### src/core/cbii_params.svh
`ifndef CBII_PARAMS_SVH
`define CBII_PARAMS_SVH

// ----------------------------------------------------------------
// Register offsets (byte addresses)
// ----------------------------------------------------------------
`define CBII_OFS_CTRL     12'h000
`define CBII_OFS_IMGLO    12'h004
`define CBII_OFS_IMGHI    12'h008
`define CBII_OFS_STATUS   12'h00C
`define CBII_OFS_MASK     12'h010
`define CBII_OFS_CFG      12'h014

// ----------------------------------------------------------------
// Field positions and reset values
// ----------------------------------------------------------------
`define CBII_CTRL_DIAGCOPY 0
`define CBII_CTRL_RESET    32'h0000_0000
`define CBII_MASK_RESET    2'h0
`define CBII_CFG_COUNT_RST 5'h10
`define CBII_BIT_COIL      0
`define CBII_BIT_BREAKER   1
`define CBII_BIT_SPARE     2
`define CBII_BIT_OFFLINE   3
`define CBII_EVT_CHANGE    0
`define CBII_EVT_DIAG      1
`define CBII_SLAVES        16
`define CBII_IMG_BYTES     8

`endif

### src/core/cbii_pkg.sv
package cbii_pkg;

  // ----------------------------------------------------------------
  // Types
  // ----------------------------------------------------------------
  // Raw per-slave state as delivered by the bus engine
  typedef struct packed {
    logic coil;      // Coil feedback, 1 = coil on
    logic breaker;   // Breaker, 1 = switched on
  } cbii_slave_t;

  // One 4-bit image nibble
  typedef struct packed {
    logic offline;   // Top bit
    logic spare;     // Always zero
    logic breaker;   // Breaker state
    logic coil;      // Coil feedback
  } cbii_nibble_t;

  // Image update sequencer
  typedef enum logic [1:0] {
    CBII_IDLE    = 2'b00,
    CBII_CAPTURE = 2'b01,
    CBII_PUBLISH = 2'b10
  } cbii_state_t;

endpackage : cbii_pkg

### src/core/cbii_sync.sv
`timescale 1ns/1ps
// ----------------------------------------------------------------
// Two-stage synchroniser for a bundle of levels
// ----------------------------------------------------------------
module cbii_sync #(
  parameter int WIDTH = 1
) (
  input  wire logic             clk,    // System clock
  input  wire logic             reset,  // Sync reset, active high
  input  wire logic [WIDTH-1:0] din,    // Asynchronous levels
  output logic      [WIDTH-1:0] dout    // Synchronised levels
);

  logic [WIDTH-1:0] stage1_reg;  // First stage, read only by second

  // Two flops; only the second stage is visible outside
  always_ff @(posedge clk) begin
    if (reset) begin
      stage1_reg <= '0;
      dout       <= '0;
    end else begin
      stage1_reg <= din;
      dout       <= stage1_reg;
    end
  end

endmodule : cbii_sync

### src/core/cbii_nibble.sv
`timescale 1ns/1ps
`include "cbii_params.svh"
// ----------------------------------------------------------------
// Builds one slave nibble from its raw state
// ----------------------------------------------------------------
module cbii_nibble (
  input  wire cbii_pkg::cbii_slave_t  slave,     // Raw slave state
  input  wire logic                   present,   // Slot holds a real slave
  input  wire logic                   diagCopy,  // Copy summary diag bit
  input  wire logic                   diagSum,   // Slave diagnostics summary
  output cbii_pkg::cbii_nibble_t      nibble     // Formatted nibble
);

  // Absent slots read as all zero so stale data never leaks in
  always_comb begin
    nibble         = '0;
    nibble.coil    = present & slave.coil;              // [RULE6]
    nibble.breaker = present & slave.breaker;           // [RULE7]
    nibble.spare   = 1'b0;                              // [RULE10]
    nibble.offline = present & diagCopy & diagSum;      // [RULE8] [RULE9] [RULE10]
  end

endmodule : cbii_nibble

### src/core/cbii_top.sv
// The APB register port and the register offsets are this design's own decisions.
`timescale 1ns/1ps
`include "cbii_params.svh"

// Contract
// (RULE1) Gather slave inputs into gateway process image
// (RULE2) Image is always exactly eight bytes
// (RULE3) One 4-bit nibble per slave, sixteen slots
// (RULE4) Slot one is the physically first slave
// (RULE5) Byte n: slave 2n-1 low, 2n high
// (RULE6) Nibble bit 0 is coil feedback
// (RULE7) Nibble bit 1 is breaker on state
// (RULE8) Nibble bit 3: 1 means offline, diagnostics
// (RULE9) Offline flag only when diagnostic copy enabled
// (RULE10) Unused nibble bits always read zero
// (RULE11) Controller allows feedback delay before mismatch check
module cbii_top (
  input  wire logic         clk,         // 40 MHz system clock
  input  wire logic         reset,       // Sync reset, active high
  // APB slave
  input  wire logic         psel,        // Select
  input  wire logic         penable,     // Access phase
  input  wire logic         pwrite,      // 1 = write
  input  wire logic [11:0]  paddr,       // Byte address
  input  wire logic [31:0]  pwdata,      // Write data
  output logic      [31:0]  prdata,      // Read data
  output logic              pready,      // Always ready
  output logic              pslverr,     // Unmapped address
  // Bus engine side, pins from the field
  input  wire logic [15:0]  coilIn,      // Coil feedback per slave
  input  wire logic [15:0]  breakerIn,   // Breaker state per slave
  input  wire logic         diagSumIn,   // Module slave-diagnostics summary
  input  wire logic         cycleDone,   // Bus cycle complete strobe
  // Gateway side
  output logic      [63:0]  procImage,   // Eight-byte input image
  output logic              imageValid,  // One-cycle pulse on update
  output logic              irq          // Level interrupt
);

  // ----------------------------------------------------------------
  // Input synchronisation
  // ----------------------------------------------------------------
  logic [15:0] coilSync;     // Synchronised coil bits
  logic [15:0] breakerSync;  // Synchronised breaker bits
  logic        diagSync;     // Synchronised diag summary
  logic        doneSync;     // Synchronised cycle strobe level
  logic        doneDly_reg;  // Previous doneSync for edge detect

  // Field pins come from another domain, so two flops each
  cbii_sync #(.WIDTH(34)) u_sync (
    .clk   (clk),
    .reset (reset),
    .din   ({coilIn, breakerIn, diagSumIn, cycleDone}),
    .dout  ({coilSync, breakerSync, diagSync, doneSync})
  );

  // Edge detector on the second stage only
  always_ff @(posedge clk) begin
    if (reset) doneDly_reg <= 1'b0;
    else       doneDly_reg <= doneSync;
  end

  logic cycleEdge;  // Rising edge of cycle-done
  assign cycleEdge = doneSync & ~doneDly_reg;

  // ----------------------------------------------------------------
  // Configuration registers
  // ----------------------------------------------------------------
  logic [31:0] ctrl_reg;    // Control, bit 0 enables diag copy
  logic [4:0]  count_reg;   // Number of slaves present, 0..16
  logic [1:0]  status_reg;  // Sticky events
  logic [1:0]  mask_reg;    // Interrupt mask

  logic        wrEn;        // Write completes this edge
  logic        rdEn;        // Read completes this edge
  assign wrEn = psel & penable & pwrite;
  assign rdEn = psel & penable & ~pwrite;

  // Zero wait states keeps the gateway path simple
  assign pready = 1'b1;

  // Control register write
  always_ff @(posedge clk) begin
    if (reset) begin
      ctrl_reg <= `CBII_CTRL_RESET;
    end else if (wrEn && paddr == `CBII_OFS_CTRL) begin
      ctrl_reg <= {31'h0000_0000, pwdata[`CBII_CTRL_DIAGCOPY]};
    end
  end

  // Slave count register; pwdata[4:0] above sixteen saturates, upper write bits are ignored
  always_ff @(posedge clk) begin
    if (reset) begin
      count_reg <= `CBII_CFG_COUNT_RST;
    end else if (wrEn && paddr == `CBII_OFS_CFG) begin
      if (pwdata[4:0] > 5'h10) count_reg <= 5'h10;
      else                     count_reg <= pwdata[4:0];
    end
  end

  // Mask register
  always_ff @(posedge clk) begin
    if (reset) begin
      mask_reg <= `CBII_MASK_RESET;
    end else if (wrEn && paddr == `CBII_OFS_MASK) begin
      mask_reg <= pwdata[1:0];
    end
  end

  // ----------------------------------------------------------------
  // Image sequencer
  // ----------------------------------------------------------------
  cbii_pkg::cbii_state_t state_reg;   // Current state
  cbii_pkg::cbii_state_t state_next;  // Next state

  // Capture after a bus cycle, publish one cycle later
  always_comb begin
    state_next = state_reg;
    case (state_reg)
      cbii_pkg::CBII_IDLE:    if (cycleEdge) state_next = cbii_pkg::CBII_CAPTURE;
      cbii_pkg::CBII_CAPTURE: state_next = cbii_pkg::CBII_PUBLISH;
      cbii_pkg::CBII_PUBLISH: state_next = cbii_pkg::CBII_IDLE;
      default:                state_next = cbii_pkg::CBII_IDLE;
    endcase
  end

  always_ff @(posedge clk) begin
    if (reset) state_reg <= cbii_pkg::CBII_IDLE;
    else       state_reg <= state_next;
  end

  // ----------------------------------------------------------------
  // Per-slave formatting
  // ----------------------------------------------------------------
  cbii_pkg::cbii_slave_t  slaveRaw_reg [`CBII_SLAVES];  // Captured slave state
  logic                   diagCap_reg;                  // Captured summary
  logic [63:0]            imageNext;                    // Assembled image

  // Capture all slaves together so the image is one consistent snapshot
  always_ff @(posedge clk) begin
    if (reset) begin
      diagCap_reg <= 1'b0;
      for (int i = 0; i < `CBII_SLAVES; i++) slaveRaw_reg[i] <= '0;
    end else if (state_reg == cbii_pkg::CBII_CAPTURE) begin  // [RULE1]
      diagCap_reg <= diagSync;
      for (int i = 0; i < `CBII_SLAVES; i++) begin
        slaveRaw_reg[i].coil    <= coilSync[i];
        slaveRaw_reg[i].breaker <= breakerSync[i];
      end
    end
  end

  // Slot i is physical slave i+1; byte i/2, low nibble for even i
  genvar g;
  generate
    for (g = 0; g < `CBII_SLAVES; g++) begin : g_slot
      cbii_pkg::cbii_nibble_t nib;  // Formatted nibble of this slot
      logic present;                // Slot is populated
      assign present = (5'(g) < count_reg);
      cbii_nibble u_nib (
        .slave    (slaveRaw_reg[g]),
        .present  (present),
        .diagCopy (ctrl_reg[`CBII_CTRL_DIAGCOPY]),
        .diagSum  (diagCap_reg),
        .nibble   (nib)
      );
      assign imageNext[4*g +: 4] = nib;  // [RULE3] [RULE4] [RULE5]
    end
  endgenerate

  // ----------------------------------------------------------------
  // Published image
  // ----------------------------------------------------------------
  // Fixed eight-byte image, updated once per bus cycle
  always_ff @(posedge clk) begin
    if (reset) begin
      procImage <= 64'h0000_0000_0000_0000;
    end else if (state_reg == cbii_pkg::CBII_PUBLISH) begin
      procImage <= imageNext;  // [RULE2]
    end
  end

  // Update pulse for the gateway
  always_ff @(posedge clk) begin
    if (reset) imageValid <= 1'b0;
    else       imageValid <= (state_reg == cbii_pkg::CBII_PUBLISH);
  end

  // ----------------------------------------------------------------
  // Events and interrupt
  // ----------------------------------------------------------------
  logic [1:0] evt;  // Event pulses this cycle
  assign evt[`CBII_EVT_CHANGE] = (state_reg == cbii_pkg::CBII_PUBLISH)
                                 && (imageNext != procImage);
  assign evt[`CBII_EVT_DIAG]   = (state_reg == cbii_pkg::CBII_PUBLISH)
                                 && diagCap_reg;

  // Write one to clear; a new event in the same cycle wins
  always_ff @(posedge clk) begin
    if (reset) begin
      status_reg <= 2'b00;
    end else begin
      if (wrEn && paddr == `CBII_OFS_STATUS)
        status_reg <= (status_reg & ~pwdata[1:0]) | evt;
      else
        status_reg <= status_reg | evt;
    end
  end

  assign irq = |(status_reg & mask_reg);

  // ----------------------------------------------------------------
  // APB read path
  // ----------------------------------------------------------------
  logic [31:0] rdData;  // Decoded read value
  logic        mapped;  // Address hits a register

  always_comb begin
    rdData = 32'h0000_0000;
    mapped = 1'b1;
    case (paddr)
      `CBII_OFS_CTRL:   rdData = ctrl_reg;
      `CBII_OFS_IMGLO:  rdData = procImage[31:0];
      `CBII_OFS_IMGHI:  rdData = procImage[63:32];
      `CBII_OFS_STATUS: rdData = {30'h0000_0000, status_reg};
      `CBII_OFS_MASK:   rdData = {30'h0000_0000, mask_reg};
      `CBII_OFS_CFG:    rdData = {27'h000_0000, count_reg};
      default:          mapped = 1'b0;  // Unmapped reads zero
    endcase
  end

  // Read data from a flop, but zero-wait needs it now: present comb
  // value in setup so it is stable through the access phase
  logic [31:0] prdata_reg;  // Registered read data
  always_ff @(posedge clk) begin
    if (reset) prdata_reg <= 32'h0000_0000;
    else if (psel & ~penable) prdata_reg <= rdData;
  end

  assign prdata  = rdEn ? prdata_reg : 32'h0000_0000;
  assign pslverr = psel & penable & ~mapped;

endmodule : cbii_top

### config.mk
export PLATFORM = sky130hd
export DESIGN_NAME = cbii_top
export DESIGN_NICKNAME = d
export VERILOG_FILES = /design/src/core/cbii_pkg.sv /design/src/core/cbii_sync.sv /design/src/core/cbii_nibble.sv /design/src/core/cbii_top.sv
export VERILOG_INCLUDE_DIRS = /design/src /design/src/core
export SDC_FILE = /design/constraint.sdc
export NUM_CORES = 1
export LEC_CHECK = 0
export ABC_CLOCK_PERIOD_IN_PS = 2320
export BUFFER_PORTS_ARGS = -buffer_cell sky130_fd_sc_hd__clkbuf_2
export CAP_MARGIN = 20
export CELL_PAD_IN_SITES_DETAIL_PLACEMENT = 1
export CELL_PAD_IN_SITES_GLOBAL_PLACEMENT = 1
export CORE_ASPECT_RATIO = 1.5
export CORE_MARGIN = 8
export CORE_UTILIZATION = 40
export CTS_CLUSTER_DIAMETER = 100
export CTS_CLUSTER_SIZE = 10
export DETAILED_ROUTE_END_ITERATION = 7
export PLACE_DENSITY = 0.87
export SYNTH_ARGS = -nofsm -noshare
export SYNTH_HDL_FRONTEND = slang
export SYNTH_SLANG_ARGS = --single-unit
### constraint.sdc
create_clock -name clk -period 2.32 [get_ports clk]
set_input_delay 0.348 -clock clk [delete_from_list [all_inputs] [get_ports clk]]
set_output_delay 0.348 -clock clk [all_outputs]
set_load 0.1 [all_outputs]
Word level (Yosys, flattened, before mapping)
Memories as Yosys holds them, arrays and structs flattened.
Cells that the tools add are included.
- output and inout bits: 100
- register bits after elaboration: 163
- bits in writable memories: 32
- memories kept: 1
- muxes and demuxes: 44
- $lt $le $gt $ge: 17
- bitwise logic cells: 111
- reductions and logical operators: 10
- eq/ne operators: 9
- memory list (name ; depth ; bits a word ; read ports ; clocked after Yosys merged registers in ; wr ports ; RTL line ; RTL):
    slaveRaw_reg ; 16 ; 2 ; 16 ; 0 ; 16 ; cbii_top.sv:135 ; cbii_pkg::cbii_slave_t slaveRaw_reg [`CBII_SLAVES];
- operator list (operator ; number):
    $pmux W32 S6 ; 1
    $and A1 B1 Y1 ; 70
    $ne A48 B48 Y1 ; 1
    $lt A4 B5 Y1 const A ; 8
    $mux W1 ; 38
    $mux W32 ; 1
    $or A1 B1 Y1 ; 32
    $eq A12 B4 Y1 const B ; 2
    $eq A12 B5 Y1 const B ; 2
    $lt A3 B5 Y1 const A ; 4
    $eq A12 B3 Y1 const B ; 1
    $logic_not A12 Y1 ; 1
    $lt A1 B5 Y1 const A ; 2
    $lt A2 B5 Y1 const A ; 2
    $logic_and A1 B1 Y1 ; 6
    $reduce_or A6 Y1 ; 1
    $gt A5 B5 Y1 const B ; 1
    $mux W5 ; 1
    $and A2 B2 Y2 ; 2
    $mux W2 ; 2
    $not A1 Y1 ; 4
    $or A2 B2 Y2 ; 2
    $pmux W2 S2 ; 1
    $eq A2 B1 Y1 const B ; 1
    5 further kinds ; 5

Depth between registers and ports, before layout
Gate-level depths: netlist of run 1.
- depth after elaboration: 7
- depth in mapped cells: 8
- depth with buffers taken out: 6

By module
A second synthesis of run 1 with hierarchy kept.
- cells, all modules: 951
- area total of the unflattened synthesis: 8838.5 um^2
- modules (own cells, without submodules) (module ; sequential area each (um^2) ; cells each ; area each (um^2) ; times used):
    cbii_top ; 3183.1 ; 728 ; 6501.2 ; 1
    cbii_sync ; 1361.3 ; 143 ; 1836.8 ; 1
    cbii_nibble ; 0.0 ; 5 ; 31.3 ; 16

Worst setup path after synthesis of run 1
OpenSTA, ideal clock, no wires.
- path type: in2out
- start point: in paddr[3]
- end point: out pslverr
- path slack: -250 ps
- required time: 1972 ps
- data arrival time: 2222 ps
- cell stages on the path: 3
- path through: clkbuf_1 -> nand2_1 -> a21oi_1
- cells in the longest elaborated chain, start to end: 5
- ends and longest elaborated chain (what ; RTL line ; RTL):
    start: declaration ; cbii_top.sv:24 ; input wire logic [11:0] paddr,
    $eq A12 B5 Y1, or another cell as far along ; cbii_top.sv:221 ; case (paddr)
    $reduce_or A6 Y1 (no source line) * ; -- ;
    $mux W1 * ; cbii_top.sv:221 ;
    $not A1 Y1 * ; cbii_top.sv:241 ; assign pslverr = psel & penable & ~mapped;
    $and A1 B1 Y1 * ; cbii_top.sv:241 ;
    end: declaration ; cbii_top.sv:28 ; output logic pslverr,
Mark *: on every way between the ends. The rest lies on a longest branch, timed or not.

Worst setup path after layout of run 1
- start point: reg count_reg[3]
- end point: reg status_reg[0]
- cells in the longest elaborated chain, start to end: 7
- ends and longest elaborated chain (what ; RTL line ; RTL):
    start: declaration ; cbii_top.sv:70 ; logic [4:0] count_reg;
    start signal: assignment ; cbii_top.sv:94 ; count_reg <= `CBII_CFG_COUNT_RST;
    start signal: assignment ; cbii_top.sv:97 ; else count_reg <= pwdata[4:0];
    $lt A1 B5 Y1, or another cell as far along ; cbii_top.sv:159 ; assign present = (5'(g) < count_reg);
    $and A1 B1 Y1 (2 in series) ; cbii_nibble.sv:20 ; nibble.offline = present & diagCopy & diagSum;
    $ne A48 B48 Y1 * ; cbii_top.sv:194 ; && (imageNext != procImage);
    $logic_and A1 B1 Y1 * ; cbii_top.sv:194 ;
    $or A2 B2 Y2, on equally long branches ; cbii_top.sv:206, cbii_top.sv:204 ;
    $mux W2 * ; cbii_top.sv:203 ; if (wrEn && paddr == `CBII_OFS_STATUS)
    end signal: assignment ; cbii_top.sv:204 ; status_reg <= (status_reg & ~pwdata[1:0]) | evt;
    end signal: assignment ; cbii_top.sv:206 ; status_reg <= status_reg | evt;
    end: declaration ; cbii_top.sv:71 ; logic [1:0] status_reg;
Marked as above.
A chain may end at the register's enable or synchronous reset.

==> flow_summary.json, run 1 <==
{
  "cts_tree": "done",
  "overflow": 0,
  "die_area_mm2": 0.02475,
  "drt_iter0_markers": 456,
  "timing.final.crit_share": 0.9464,
  "critPathArrivalTime_ns": 2.50,
  "criticalPathCategory": "flip-flop to flip-flop",
  "post_drt_wl_per_cell_um": 18.37,
  "dr.pass1.iters": 5,
  "die_x_um": 131.2,
  "ys_seq_area_frac": 0.5133,
  "placed_area_mm2": 0.009504,
  "stdcell_area_mm2": 0.01019,
  "initial_core_util": 0.4054,
  "vias_per_cell": 5.292,
  "chipHeight_um": 188.7,
  "pre_cts_ws_ns": -0.004258,
  "status": "finished clean",
  "yosys-top-cells-area": "dfxtp_1 (39%), edfxtp_1 (12%), nor2b_1 (6.6%)",
  "async_reset_ff_frac": 0,
  "cts_inserted_buffers": 17,
  "setup_viol": 0,
  "hp-class": "primary input to flip-flop",
  "final_nets": 1091,
  "rrSetupSlack_ns": 0.12,
  "critPathSlowestCell": "dfxtp_1",
  "yosys-top-cells-count": "dfxtp_1 (156), nor2_1 (87), nor2b_1 (84), a21oi_1 (57), nand2_1 (57)",
  "path_clk_slew_ns": 0.07,
  "max_stage_delay_ns": 0.36,
  "netlist.area_leader.share": 0.3925,
  "clockRootBuffer": "clkbuf_16",
  "layout_setup_ws_ns": 0.1245,
  "leakage_nw": 4.036,
  "fin_worst_skew_ns": 0.01251,
  "cts_buffer_depth": 2,
  "grt_max_degree": 76,
  "maxSlewHeadroom": 0.5309,
  "io_buffers": 131,
  "ant_nets": 0,
  "maxCapViolations": 0,
  "drive_gt1_frac": 0.2400,
  "dpl.hpwl_um": 17610,
  "drc": 0,
  "first_global_vias": 7135,
  "synth_flop_cell": "dfxtp_1",
  "n_antenna_cell": 0,
  "cp-end-kind": "flip-flop",
  "num_rows": 63,
  "worstPathRequired_ns": 2.62,
  "finalHoldViolCount": 0,
  "io_pins": 183,
  "fmax_ghz": 0.4555,
  "core_area_mm2": 0.01963,
  "ir_drop_mv": 0.4789,
  "track_usage": 0.1868,
  "yosys_warnings": 0,
  "dr_total_vias": 6779,
  "synth-edff-count": 32,
  "slew_violations": 0,
  "start_kind": "flip-flop",
  "wl_um": 23530,
  "rsz0062_at_grt": "false",
  "antenna_found_initial": 0,
  "synth_area_mm2": 0.007956,
  "cts.sinks": 188,
  "cts_max_level": 4,
  "gp_congestion": 0.9086,
  "synth_cell_types": 63,
  "clk_latency_ns": 0.44,
  "syn_to_final_growth_pct": 28.02,
  "ys_ff_latch": 188,
  "yosys.area.top_type": "dfxtp_1",
  "power.density_mw_per_mm2": 701.1,
  "max_slew.worst_pin.slew_ns": 0.6859,
  "crit_chain": "buf_12 -> a21o_1 -> buf_4 -> a21o_1 -> a211oi_2 -> o2111ai_1 -> nor4_2 -> buf_4 -> a41oi_1",
  "synth_most_common_cell": "dfxtp_1",
  "fin_crit_ns": 2.196,
  "ctsHoldBuffers": 0,
  "fill_cells": 2257,
  "grt_pass1_wl_um": 37100,
  "largest_reg_flops": 48,
  "crit_fanout": 15,
  "syn-instance-count": 861,
  "synth_area_per_cell_um2": 9.241
}
[path summary, 6_finish.rpt]
path           startpoint                    end  cells after the start
min          breakerIn[8]  u_sync.stage1_reg[10]                      2
max reg2reg  count_reg[3]          status_reg[0]                      9
max          count_reg[3]          status_reg[0]                      9
min reg2reg   doneDly_reg           state_reg[0]                      1
[repair_timing]
| action | in CTS | in global routing |
|---|---|---|
| pin swaps | 0 | 2 |
| gates resized for setup | 3 | 11 |
| setup buffers | 0 | 0 |
| setup endpoints to repair | 1 | 1 |
[metal layers]
layer	GRT usage	routed length, um	vias up
met2	0.3453	12500	196
met4	0.09511	879	0
met1	0.1935	9121	3299
li1	-	-	3236
met5	0	0	-
met3	0.04131	1023	48
[cell families after synthesis]
logic type,synth area share
multiplexers,0.01038
other,0.0009439
XOR/XNOR,0.02532
AO/OA/AOI/OAI,0.1343
buffers and inverters,0.06039
AND/OR/NAND/NOR,0.2554
flip-flops,0.5133
[critical path: cells and delay by family, from the launching register on]
kind	cells	cell delay, ns
AOI/OAI and AO/OA	5	0.91
buffers and inverters	3	0.50
DFF	1	0.36
and+or+nand+nor	1	0.30
[layout by cell type, fill, tap and decap left out, types with 4 or more instances in the layout]
cell type	count
xnor2_1	14
a211oi_1	4
nor2_1	86
xor2_1	9
mux2i_1	6
nand4_1	6
nor3_1	38
o21ai_0	16
inv_8	4
conb_1	24
a21oi_1	56
nor4_1	4
clkbuf_2	105
nand3_1	31
nor4bb_1	5
and2_1	46
clkbuf_16	17
nand2_1	57
and3_1	5
nand4b_1	5
a31oi_1	6
nor2b_1	84
edfxtp_1	32
buf_4	53
a221oi_1	22
inv_1	8
dfxtp_1	153
buf_12	33
a22oi_1	10
nand2b_1	5
[stage by stage]
stage                       TNS, ns  hold slack (ns)  total power [mW]    util  cells
after CTS                         0          0.09945             7.200  0.5171   1281
after global routing              0           0.1025             7.383  0.5190   1281
final                             0           0.1158             7.142  0.5190   1281
after global placement            0           0.3753             4.128  0.4842   1249
after floorplan                   0           0.3736             4.017       -    883
after detailed placement  -0.004258           0.4016             4.147  0.4842   1249
[power by group]
group | switching, mW | internal, mW
registers | 0.0507 | 3.42
clock network | 1.41 | 1.66
logic | 0.434 | 0.169
[cell type report]
type | instances | area (um^2) | area share
flip-flops and latches | 188 | 4088 | 0.4013
multi-input cells | 602 | 3532 | 0.3468
repair buffers | 191 | 1584 | 0.1555
clock buffers | 18 | 429.2 | 0.04213
well taps | 260 | 325.3 | 0.03194
clock inverters | 14 | 197.7 | 0.01941
inverters | 8 | 30.03 | 0.002948
Note: power is estimated with default switching activity, not from simulation.
==> run 2, diff against run 1 <==
--- a/config.mk
+++ b/config.mk
@@ -18,6 +18,7 @@
 export CTS_CLUSTER_SIZE = 10
 export DETAILED_ROUTE_END_ITERATION = 7
 export PLACE_DENSITY = 0.87
+export RECOVER_POWER = 100
 export SYNTH_ARGS = -nofsm -noshare
 export SYNTH_HDL_FRONTEND = slang
 export SYNTH_SLANG_ARGS = --single-unit
==> flow_summary.json, run 2 (synthesized netlist as in run 1, its figures left out) <==
{
  "status": "finished clean",
  "hold_ws_ns": 0.1159,
  "drive_gt1_frac": 0.2321,
  "overflow": 0,
  "finalHoldViolCount": 0,
  "leakage_nw": 3.961,
  "gp_congestion": 0.9086,
  "power.density_mw_per_mm2": 704.0,
  "timing.final.crit_share": 0.9377,
  "wl_um": 23490,
  "maxSlewHeadroom": 0.2287,
  "max_slew.worst_pin.slew_ns": 1.162,
  "ir_drop_mv": 0.4783,
  "critPathArrivalTime_ns": 2.47,
  "cts_tree": "done",
  "tns_ns": 0,
  "pre_cts_ws_ns": -0.004258,
  "rsz0062_at_grt": "false",
  "start_kind": "flip-flop",
  "die_x_um": 131.2,
  "cts_inserted_buffers": 17,
  "io_buffers": 131,
  "fmax_ghz": 0.4597,
  "num_rows": 63,
  "initial_core_util": 0.4054,
  "criticalPathCategory": "flip-flop to flip-flop",
  "cp-end-kind": "flip-flop",
  "n_antenna_cell": 0,
  "drc": 0,
  "finalPower_mw": 7.132,
  "cts_buffer_depth": 2,
  "die_area_mm2": 0.02475,
  "grt_max_degree": 76,
  "worstPathRequired_ns": 2.62,
  "maxCapViolations": 0,
  "fin_worst_skew_ns": 0.01245,
  "final_common_cell": "dfxtp_1",
  "vias_per_cell": 5.295,
  "fin_util": 0.5162,
  "setup_viol": 0,
  "clk_latency_ns": 0.44,
  "syn_to_final_growth_pct": 27.33,
  "chipHeight_um": 188.7,
  "dpl.hpwl_um": 17610,
  "dr.pass1.iters": 5,
  "fin_crit_ns": 2.175,
  "drt_iter0_markers": 432,
  "hp-class": "primary input to flip-flop",
  "dr_total_vias": 6783,
  "grt_pass1_wl_um": 37100,
  "final_nets": 1091,
  "crit_fanout": 15,
  "clockRootBuffer": "clkbuf_16",
  "layout_common_cells": "dfxtp_1 (153), clkbuf_2 (105), nor2_1 (86), nor2b_1 (84)",
  "slew_violations": 0,
  "antenna_found_initial": 0,
  "path_clk_slew_ns": 0.08,
  "first_global_vias": 7135,
  "track_usage": 0.1868,
  "io_pins": 183,
  "core_area_mm2": 0.01963,
  "ant_nets": 0,
  "largest_reg_flops": 48,
  "cts.sinks": 188,
  "cts_max_level": 4,
  "post_drt_wl_per_cell_um": 18.34,
  "layout_setup_ws_ns": 0.1446
}
run 2: stage by stage:
step | instances | instance area (um^2)
detailed placement | 1249 | 9504
global route | 1281 | 10130
CTS | 1281 | 10150
global placement | 1249 | 9504
finish | 1281 | 10130
floorplan | 883 | 8043
run 2: final timing paths:
| check | end | slack (ns) | from | cells after the start |
|---|---|---|---|---|
| max | status_reg[0] | 0.14 | count_reg[3] | 9 |
| min | u_sync.stage1_reg[10] | 0.12 | breakerIn[8] | 2 |
| max reg2reg | status_reg[0] | 0.14 | count_reg[3] | 9 |
| min reg2reg | state_reg[0] | 0.43 | doneDly_reg | 1 |
run 2: cell type report:
| cell class | instances | area, um^2 |
|---|---|---|
| Fill cell | 2266 | 9497 |
| Sequential cell | 188 | 4088 |
| Tap cell | 260 | 325.3 |
| Clock inverter | 14 | 197.7 |
| Multi-Input combinational cell | 602 | 3528 |
| Timing Repair Buffer | 191 | 1533 |
| Clock buffer | 18 | 429.2 |
| Inverter | 8 | 30.03 |
run 2: report_power, final:
| part | switching [mW] | internal [mW] | leakage, nW |
|---|---|---|---|
| logic | 0.433 | 0.161 | 2.04 |
| clock network | 1.41 | 1.66 | 0.306 |
| registers | 0.0509 | 3.42 | 1.62 |
run 2: layer usage:
metal,part of all wire,GRT usage,vias up,routed length (um)
met1,0.38,0.1935,3288,9024
met2,0.53,0.3453,206,12530
met3,0.045,0.04131,47,1060
met4,0.037,0.09511,0,877
li1,-,-,3242,-
met5,0,0,-,0
run 2: worst max-delay path, stage by stage, from the launching register on:
cell       delay (ns)
dfxtp_1          0.36
buf_12           0.17
a21o_1           0.21
buf_4            0.17
a21o_1           0.19
a211oi_2         0.21
o2111ai_1        0.18
nor4_2           0.29
buf_4            0.16
a41oi_1          0.10
run 2: repair_timing:
item / 4_1_cts / 5_1_grt
hold endpoints to repair: 0 / 0
buffers inserted: 0 / 0
hold buffers: 0 / 0
pin swaps: 0 / 2
setup endpoints to repair: 1 / 1
resized for setup: 3 / 11
==> run 3, diff against run 2 <==
--- a/config.mk
+++ b/config.mk
@@ -7,7 +7,7 @@
 export NUM_CORES = 1
 export LEC_CHECK = 0
 export ABC_CLOCK_PERIOD_IN_PS = 2320
-export BUFFER_PORTS_ARGS = -buffer_cell sky130_fd_sc_hd__clkbuf_2
+export BUFFER_PORTS_ARGS = -buffer_cell sky130_fd_sc_hd__buf_4
 export CAP_MARGIN = 20
 export CELL_PAD_IN_SITES_DETAIL_PLACEMENT = 1
 export CELL_PAD_IN_SITES_GLOBAL_PLACEMENT = 1
@@ -17,8 +17,10 @@
 export CTS_CLUSTER_DIAMETER = 100
 export CTS_CLUSTER_SIZE = 10
 export DETAILED_ROUTE_END_ITERATION = 7
+export MAX_ROUTING_LAYER = met4
 export PLACE_DENSITY = 0.87
 export RECOVER_POWER = 100
 export SYNTH_ARGS = -nofsm -noshare
 export SYNTH_HDL_FRONTEND = slang
 export SYNTH_SLANG_ARGS = --single-unit
+export TNS_END_PERCENT = 10
==> flow_summary.json, run 3 (synthesized netlist as in run 1, its figures left out) <==
{
  "post_drt_wl_per_cell_um": 17.92,
  "cts_max_level": 4,
  "status": "finished clean",
  "tns_ns": 0,
  "placedCellCount": 1259,
  "first_global_vias": 7116,
  "setup_viol": 0,
  "chipHeight_um": 188.7,
  "drc": 0,
  "die_x_um": 131.2,
  "layout_common_cells": "dfxtp_1 (156), buf_4 (112), nor2_1 (87), nor2b_1 (84), clkbuf_2 (77)",
  "fin_crit_ns": 2.216,
  "path_clk_slew_ns": 0.08,
  "cp-end-kind": "flip-flop",
  "ant_nets": 0,
  "grt_max_degree": 97,
  "hp-class": "primary input to flip-flop",
  "die_area_mm2": 0.02475,
  "crit_fanout": 6,
  "final_nets": 1101,
  "num_rows": 63,
  "fill_cells": 2273,
  "timing.final.crit_share": 0.9554,
  "antenna_found_initial": 0,
  "worstPathRequired_ns": 2.63,
  "cts.sinks": 188,
  "leakage_nw": 3.958,
  "rsz0062_at_grt": "false",
  "clk_latency_ns": 0.44,
  "critPathArrivalTime_ns": 2.53,
  "drive_gt1_frac": 0.2357,
  "dr_total_vias": 6721,
  "wl_um": 23130,
  "fin_worst_skew_ns": 0.01488,
  "criticalPathCategory": "flip-flop to flip-flop",
  "dpl.hpwl_um": 17420,
  "initial_core_util": 0.4054,
  "clockRootBuffer": "clkbuf_16",
  "cts_inserted_buffers": 17,
  "startpoint": "count_reg[2]",
  "maxCapViolations": 0,
  "maxSlewHeadroom": 0.1356,
  "fmax_ghz": 0.4512,
  "n_antenna_cell": 0,
  "stdcell_count": 1291,
  "start_kind": "flip-flop",
  "ctsHoldBuffers": 0,
  "vias_per_cell": 5.206,
  "io_buffers": 131,
  "core_area_mm2": 0.01963,
  "cts_buffer_depth": 2,
  "drt_iter0_markers": 374,
  "r2r-start": "count_reg[2]",
  "syn_to_final_growth_pct": 23.98,
  "track_usage": 0.1942,
  "overflow": 0,
  "slew_violations": 0,
  "final_common_cell": "dfxtp_1",
  "largest_reg_flops": 48,
  "gp_congestion": 0.8874,
  "cts_tree": "done",
  "ir_drop_mv": 0.4419,
  "worstHoldStart": "coilIn[10]",
  "dr.pass1.iters": 4,
  "max_slew.worst_pin.slew_ns": 1.297,
  "finalHoldViolCount": 0,
  "grt_pass1_wl_um": 37670,
  "power.density_mw_per_mm2": 698.3,
  "finalPower_mw": 6.888,
  "io_pins": 183
}
-- run 3: path summary, 6_finish.rpt --
path                           endpoint  slack (ns)  cells past startpoint
hold reg to reg            state_reg[0]        0.40                      1
setup reg to reg          status_reg[0]        0.10                      9
setup / recovery          status_reg[0]        0.10                      9
hold / removal    u_sync.stage1_reg[28]        0.12                      2
-- run 3: through the flow --
stage / hold WS [ns] / instance area (um^2) / worst slack (ns) / util
3_5_place_dp: 0.3925 / 9492 / -0.01320 / 0.4836
6_report: 0.1213 / 9864 / 0.1035 / 0.5026
2_1_floorplan: 0.3736 / 8043 / 0.1584 / -
5_1_grt: 0.1076 / 9864 / 0.004780 / 0.5026
4_1_cts: 0.09993 / 10060 / 0.05228 / 0.5128
3_3_place_gp: 0.3751 / 9492 / 0.01701 / 0.4836
-- run 3: power by group --
group / total, mW / internal (mW) / switching, mW
logic: 0.605 / 0.176 / 0.429
clock network: 2.81 / 1.50 / 1.31
registers: 3.47 / 3.42 / 0.0490
-- run 3: critical path: stages (launching register included) --
cell and delay [ns]:
dfxtp_1 0.34, buf_4 0.17, buf_4 0.14, a2111o_1 0.31
or3_4 0.34, a21oi_2 0.15, nand4_1 0.13, nor4_2 0.26
buf_4 0.15, a41oi_1 0.11
-- run 3: cell type report --
| class | count | area (um^2) | share of cell area |
|---|---|---|---|
| clock buffer | 18 | 429.2 | 0.04351 |
| clock inverter | 14 | 132.6 | 0.01344 |
| inverter | 8 | 30.03 | 0.003044 |
| multi-input combinational | 602 | 3522 | 0.3571 |
| sequential | 188 | 4084 | 0.4140 |
| tap | 260 | 325.3 | 0.03298 |
| timing repair buffer | 201 | 1341 | 0.1360 |
-- run 3: layer usage --
| metal | up-vias | share of wire | global-route usage |
|---|---|---|---|
| li1 | 3264 | - | - |
| met1 | 3228 | 0.40 | 0.2057 |
| met2 | 184 | 0.53 | 0.3424 |
| met3 | 45 | 0.039 | 0.03598 |
| met4 | 0 | 0.027 | 0.09287 |
| met5 | - | 0 | - |
-- run 3: timing repair --
action                                  in CTS  in global routing
buffers inserted                             0                  0
endpoints found under the setup margin       1                  1
pin swaps                                    1                  3
gates resized for setup                      3                  6
